File: src/sstf_pkg.sv
// Purpose: Constants for the status transition filter register bank.
// Assumes: APB slave, 32-bit data, one aligned word per register.
// Notes: Group index 0 operation, 1 questionable, 2 freq, 3 limit, 4 power.
package sstf_pkg;
  localparam int SSTF_W = 16;
  localparam int SSTF_NGRP = 5;
  localparam int SSTF_AW = 8;
  localparam logic [2:0] SSTF_G_OPER = 3'h0;
  localparam logic [2:0] SSTF_G_QUES = 3'h1;
  localparam logic [2:0] SSTF_G_FREQ = 3'h2;
  localparam logic [2:0] SSTF_G_LIMT = 3'h3;
  localparam logic [2:0] SSTF_G_POWR = 3'h4;
  // Address = {group[2:0], field[2:0], 2'b00}
  localparam logic [2:0] SSTF_F_COND = 3'h0;
  localparam logic [2:0] SSTF_F_EVNT = 3'h1;
  localparam logic [2:0] SSTF_F_ENAB = 3'h2;
  localparam logic [2:0] SSTF_F_PTRN = 3'h3;
  localparam logic [2:0] SSTF_F_NTRN = 3'h4;
  localparam logic [7:0] SSTF_PRESET_ADDR = 8'hFC;
  localparam logic [15:0] SSTF_PTR_RST = 16'hFFFF;
  localparam logic [15:0] SSTF_NTR_RST = 16'h0000;
  localparam logic [15:0] SSTF_ENA_RST = 16'h0000;
  localparam logic [15:0] SSTF_ZERO = 16'h0000;
  // Questionable condition bit positions fed by subgroup summaries
  localparam int SSTF_QB_FREQ = 5;
  localparam int SSTF_QB_LIMT = 9;
  localparam int SSTF_QB_POWR = 3;
endpackage : sstf_pkg

File: src/sstf_bank.sv
// Purpose: Condition/transition/event/enable register bank with summaries.
// Assumes: Condition inputs synchronous to i_sys_clk; APB zero-wait.
// Notes: Reads of event registers clear the bits they return; set wins over clear.
`timescale 1ns/100ps
module sstf_bank
  import sstf_pkg::*;
(
  input wire logic i_sys_clk,
  input wire logic i_rst_n,
  input wire logic i_psel,
  input wire logic i_penable,
  input wire logic i_pwrite,
  input wire logic [sstf_pkg::SSTF_AW-1:0] i_paddr,
  input wire logic [31:0] i_pwdata,
  output logic [31:0] o_prdata,
  output logic o_pready,
  output logic o_pslverr,
  input wire logic [sstf_pkg::SSTF_W-1:0] i_oper_cond,
  input wire logic [sstf_pkg::SSTF_W-1:0] i_ques_cond,
  input wire logic [sstf_pkg::SSTF_W-1:0] i_freq_cond,
  input wire logic [sstf_pkg::SSTF_W-1:0] i_limt_cond,
  input wire logic [sstf_pkg::SSTF_W-1:0] i_powr_cond,
  output logic o_oper_sum,
  output logic o_ques_sum
);
  import sstf_pkg::*;

  // ------------------------------------------------------------
  // Storage
  // ------------------------------------------------------------
  logic [SSTF_W-1:0] cond_now [SSTF_NGRP];
  logic [SSTF_W-1:0] cond_q [SSTF_NGRP];
  logic [SSTF_W-1:0] evnt_q [SSTF_NGRP];
  logic [SSTF_W-1:0] enab_q [SSTF_NGRP];
  logic [SSTF_W-1:0] ptrn_q [SSTF_NGRP];
  logic [SSTF_W-1:0] ntrn_q [SSTF_NGRP];
  logic [SSTF_NGRP-1:0] sum;

  logic access;
  logic wr;
  logic rd;
  logic [2:0] grp;
  logic [2:0] fld;
  logic mapped;
  logic preset;

  // Completion edge only, so a stretched access cannot act twice
  assign access = i_psel && i_penable && o_pready;
  assign wr = access && i_pwrite;
  assign rd = access && !i_pwrite;
  assign grp = i_paddr[7:5];
  assign fld = i_paddr[4:2];
  assign mapped = (i_paddr[1:0] == 2'h0) && (grp <= SSTF_G_POWR)
    && (fld <= SSTF_F_NTRN);
  assign preset = wr && (i_paddr == SSTF_PRESET_ADDR);

  // ------------------------------------------------------------
  // Summaries and condition inputs
  // ------------------------------------------------------------
  // Parent event lags its subgroup event by one edge
  always_comb begin
    for (int g = 0; g < SSTF_NGRP; g++) begin
      sum[g] = |(evnt_q[g] & enab_q[g]);
    end
    cond_now[SSTF_G_OPER] = i_oper_cond;
    cond_now[SSTF_G_FREQ] = i_freq_cond;
    cond_now[SSTF_G_LIMT] = i_limt_cond;
    cond_now[SSTF_G_POWR] = i_powr_cond;
    cond_now[SSTF_G_QUES] = i_ques_cond;
    // Subgroup summaries replace their questionable inputs
    cond_now[SSTF_G_QUES][SSTF_QB_FREQ] = sum[SSTF_G_FREQ];
    cond_now[SSTF_G_QUES][SSTF_QB_LIMT] = sum[SSTF_G_LIMT];
    cond_now[SSTF_G_QUES][SSTF_QB_POWR] = sum[SSTF_G_POWR];
  end

  // ------------------------------------------------------------
  // Condition history
  // ------------------------------------------------------------
  // Zero history: a condition already high at release counts as rising
  always_ff @(posedge i_sys_clk) begin
    for (int g = 0; g < SSTF_NGRP; g++) begin
      if (!i_rst_n) begin
        cond_q[g] <= SSTF_ZERO;
      end else begin
        cond_q[g] <= cond_now[g];
      end
    end
  end

  // ------------------------------------------------------------
  // Events: detection wins over read clear
  // ------------------------------------------------------------
  logic [SSTF_W-1:0] hit [SSTF_NGRP];
  logic [SSTF_NGRP-1:0] clr;

  // Edge detect against last cycle's view of each condition
  always_comb begin
    for (int g = 0; g < SSTF_NGRP; g++) begin
      hit[g] = (ptrn_q[g] & cond_now[g] & ~cond_q[g])
        | (ntrn_q[g] & ~cond_now[g] & cond_q[g]);
      clr[g] = rd && mapped && (grp == 3'(g)) && (fld == SSTF_F_EVNT);
    end
  end

  // Clear only what the answer carried: a bit set after the setup
  // sample was never returned and must survive the read
  always_ff @(posedge i_sys_clk) begin
    for (int g = 0; g < SSTF_NGRP; g++) begin
      if (!i_rst_n) begin
        evnt_q[g] <= SSTF_ZERO;
      end else if (clr[g]) begin
        evnt_q[g] <= (evnt_q[g] & ~o_prdata[SSTF_W-1:0])
          | hit[g];
      end else begin
        evnt_q[g] <= evnt_q[g] | hit[g];
      end
    end
  end

  // ------------------------------------------------------------
  // Filters and enables
  // ------------------------------------------------------------
  // Preset rides the reset path so both give the same defaults
  always_ff @(posedge i_sys_clk) begin
    for (int g = 0; g < SSTF_NGRP; g++) begin
      if (!i_rst_n || preset) begin
        ptrn_q[g] <= SSTF_PTR_RST;
        ntrn_q[g] <= SSTF_NTR_RST;
        enab_q[g] <= SSTF_ENA_RST;
      end else if (wr && mapped && (grp == 3'(g))) begin
        if (fld == SSTF_F_PTRN) begin
          ptrn_q[g] <= i_pwdata[SSTF_W-1:0];
        end
        if (fld == SSTF_F_NTRN) begin
          ntrn_q[g] <= i_pwdata[SSTF_W-1:0];
        end
        if (fld == SSTF_F_ENAB) begin
          enab_q[g] <= i_pwdata[SSTF_W-1:0];
        end
      end
    end
  end

  // ------------------------------------------------------------
  // APB answer, registered
  // ------------------------------------------------------------
  logic [SSTF_W-1:0] rd_val;
  always_comb begin
    rd_val = SSTF_ZERO;
    if (mapped) begin
      unique case (fld)
        SSTF_F_COND: rd_val = cond_now[grp];
        SSTF_F_EVNT: rd_val = evnt_q[grp];
        SSTF_F_ENAB: rd_val = enab_q[grp];
        SSTF_F_PTRN: rd_val = ptrn_q[grp];
        SSTF_F_NTRN: rd_val = ntrn_q[grp];
        default: rd_val = SSTF_ZERO;
      endcase
    end
  end

  // Ready is registered from setup, so it comes in the first access cycle with the data

  always_ff @(posedge i_sys_clk) begin
    if (!i_rst_n) begin
      o_pready <= 1'b0;
      o_prdata <= 32'h0;
      o_pslverr <= 1'b0;
    end else begin
      o_pready <= i_psel && !i_penable;
      // Preset address is write-only; a read of it errors
      o_pslverr <= i_psel && !i_penable && !mapped
        && !(i_pwrite && i_paddr == SSTF_PRESET_ADDR);
      o_prdata <= (i_psel && !i_penable && !i_pwrite)
        ? {16'h0, rd_val} : 32'h0;
    end
  end

  always_ff @(posedge i_sys_clk) begin
    if (!i_rst_n) begin
      o_oper_sum <= 1'b0;
      o_ques_sum <= 1'b0;
    end else begin
      o_oper_sum <= sum[SSTF_G_OPER];
      o_ques_sum <= sum[SSTF_G_QUES];
    end
  end
endmodule : sstf_bank

File: config.mk
export PLATFORM = sky130hd
export DESIGN_NAME = sstf_bank
export DESIGN_NICKNAME = d
export VERILOG_FILES = /design/src/sstf_pkg.sv /design/src/sstf_bank.sv
export SDC_FILE = /design/constraint.sdc
export NUM_CORES = 1
export LEC_CHECK = 0
export BUFFER_PORTS_ARGS = -buffer_cell sky130_fd_sc_hd__clkbuf_2
export CORE_ASPECT_RATIO = 0.5
export CORE_UTILIZATION = 48
export DETAILED_ROUTE_END_ITERATION = 6
export PLACE_DENSITY = 0.66
export SLEW_MARGIN = 20
export SYNTH_ARGS = -nofsm -noshare
export SYNTH_HDL_FRONTEND = slang
export SYNTH_SLANG_ARGS = --single-unit
export TNS_END_PERCENT = 1
File: constraint.sdc
create_clock -name i_sys_clk -period 6.5 [get_ports i_sys_clk]
set_clock_uncertainty 0.15 [all_clocks]
set_input_delay 1.3 -clock i_sys_clk [delete_from_list [all_inputs] [get_ports i_sys_clk]]
set_output_delay 1.3 -clock i_sys_clk [all_outputs]
set_load 0.005 [all_outputs]
==> results.cfg <==
[route]
routedWlPerCell_um = 30.04
vias = 16440
drt-pass1-iter-count = 6
ant_nets = 0
routed_via_density = 6.299
drc = 0
wl_um = 78410
drt_iter0_markers = 2781

[finish]
register_area_mm2 = 0.01161
drive_gt1_frac = 0.1686
final_area_mm2 = 0.02366
multi_input_area_mm2 = 0.008702
nets = 2115
n_fill_cell = 3664
area_delta_synth_final_pct = 13.97

[yosys]
synth-seq-area-share = 0.5592
synthArstFlopShare = 0
synth.distinct_cells = 59
synth_top_area_frac = 0.4628
syn_avg_cell_area_um2 = 11.45
ys.flop_type = edfxtp_1
ys_top_cells_by_area = edfxtp_1 (46%), dfxtp_1 (9.6%), and2_1 (7.2%), mux4_2 (5.5%), nand2_1 (3.0%)
yosys.cell_count.top_type = edfxtp_1
synth_edf_count = 320
yosys_warnings = 0
synthMuxAreaShare = 0.09250
synth_adder_area_share = 0
synth_top_family_by_area = simple AND/OR/NAND/NOR gates
synth_compound_area_frac = 0.1422
synth_xor_area_frac = 0
ys_seq_elements = 420
synth_area_leader_cell = edfxtp_1
synthCells = 1813
ys_top_cells_by_count = edfxtp_1 (320), and2_1 (240), nand2_1 (164)
syn_area_mm2 = 0.02076
synth-simple-area-share = 0.1632

[placement]
placed_area_mm2 = 0.02235
hpwl_um = 53760
io_buffer_count = 125
gp_congestion = 1.056

[pwr]
p_leak_nw = 8.837
power_density_mw_per_mm2 = 255.0
ir_drop_uv = 173.6

[sta]
period_share = 0.6338
setup_viol = 0
max_freq_mhz = 242.7
worst_pin_slew_ns = 1.211
hold_violations = 0
finalMaxSlewViolations = 0
grt_setup_unrepaired = no
relSlewSlack = 0.1924
tns_ns = 0
min_period_ns = 4.120

[critical_path]
arrival_ns = 4.20
cp_slowest_cell = nand2_1
end_kind = register
crit_chain = buf_4 > and2_1 > nand2_1 > buf_4 > o21ai_4 > buf_4
r2r_cells = 6
critical_path_class = input pin to register
max_stage_delay_ns = 0.71
crit_top_cell = buf_4
cp_max_fo = 29
cp-start-kind = input pin
required_ns = 6.58

[clock_network]
cts_root_buf = clkbuf_16
cts_buffers = 40
ctsResizeCount = 0
htree_levels = 2
cts_setup_buffers = 0
cts.clk_slew.worst_paths_ns = 0.07
cts_tree = done
clkSinkCount = 420
ctsHoldBuffers = 0
clk_latency_ns = 0.57
clockBufferDepth = 3

[global_routing]
grt_overflow_total = 0
grt_pass1_vias = 15100
grt_usage = 0.3580
grt_pass1_wl_um = 109900
antenna_found_initial = 12
grt_max_degree = 94

[worst_hold_path]
hold_path_depth = 2
hp-class = register to register

[die]
die_area_mm2 = 0.04414
die_w_um = 296.1
num_io_pins = 161
rows = 53
coreArea_mm2 = 0.04231
start_util = 0.4907
fp.dieH_um = 149.1

[status]
status = finished, final reports clean

[flow_run]
cap_violations = 0
layout by cell type, fill, tap and decap left out, drive strengths merged, types with 22 or more instances in the layout:
cell	netlist	layout
clkbuf	83	180
nor2	69	69
edfxtp	320	320
or3	80	80
and2	240	240
a31oi	60	60
conb	2	96
o21a	32	32
o21ai	113	113
o22ai	22	22
a21oi	27	27
nand2	164	164
mux4	51	51
inv	65	68
nand3b	28	28
dfxtp	100	100
a21boi	80	80
buf	57	60
mux2i	58	58
final timing paths:
path | slack [ns] | from | to
setup reg to reg | 3.20 | o_pready | ntrn_q[3][1]
setup / recovery | 2.38 | i_paddr[5] | ntrn_q[3][1]
hold reg to reg | 0.47 | ntrn_q[1][0] | o_prdata[0]
hold / removal | 0.47 | ntrn_q[1][0] | o_prdata[0]
routing by layer:
layer	up-vias	part of all wire	GRT usage
met3	176	0.15	0.1307
li1	6952	-	-
met5	-	0.00034	0.02328
met1	8119	0.41	0.5231
met2	1189	0.39	0.4824
met4	4	0.038	0.1240
flip-flops by register name, summed over array words and instances, names as in the netlist:
register    cells
cond_q         80
enab_q         80
evnt_q         80
ntrn_q         80
ptrn_q         80
o_prdata       16
o_oper_sum      1
o_pready        1
o_pslverr       1
o_ques_sum      1
layout make-up:
type                       count  area share
timing repair buffer         181     0.04569
inverter                      65     0.01031
clock inverter                15    0.005499
multi-input combinational   1282      0.3678
antenna                       11    0.001163
clock buffer                  59     0.04838
sequential                   420      0.4907
tap                          577     0.03051
logic make-up after synthesis:
kind of cell    Yosys count
buf+inv                 205
simple gates            619
other cells               2
compound gates          441
flops                   420
mux                     126
power breakdown:
| part | switching [W] | total, W | internal [W] |
|---|---|---|---|
| registers | 0.0000923 | 0.00309 | 0.00299 |
| logic | 0.000362 | 0.000568 | 0.000206 |
| clock network | 0.00107 | 0.00238 | 0.00131 |
| total | 0.00153 | 0.00603 | 0.00451 |
worst max-delay path: cells and delay by family:
family	cells	cell delay, ns
buf+inv	3	1.27
simple gates	2	1.16
compound gates	1	0.40
through the flow:
stage                     hold WS, ns  total power (W)  utilization  std cells  setup slack [ns]
after CTS                      0.4681         0.006014       0.5584       2599             2.539
after global routing           0.4882         0.006171       0.5591       2607             2.482
after global placement         0.4270         0.003676       0.5282       2525             1.878
final                          0.4693         0.006035       0.5593       2610             2.380
after detailed placement       0.4475         0.003686       0.5283       2525             1.954
after floorplan                0.4058         0.003426            -       1907             2.350
Power figures use the tool's default switching activity.
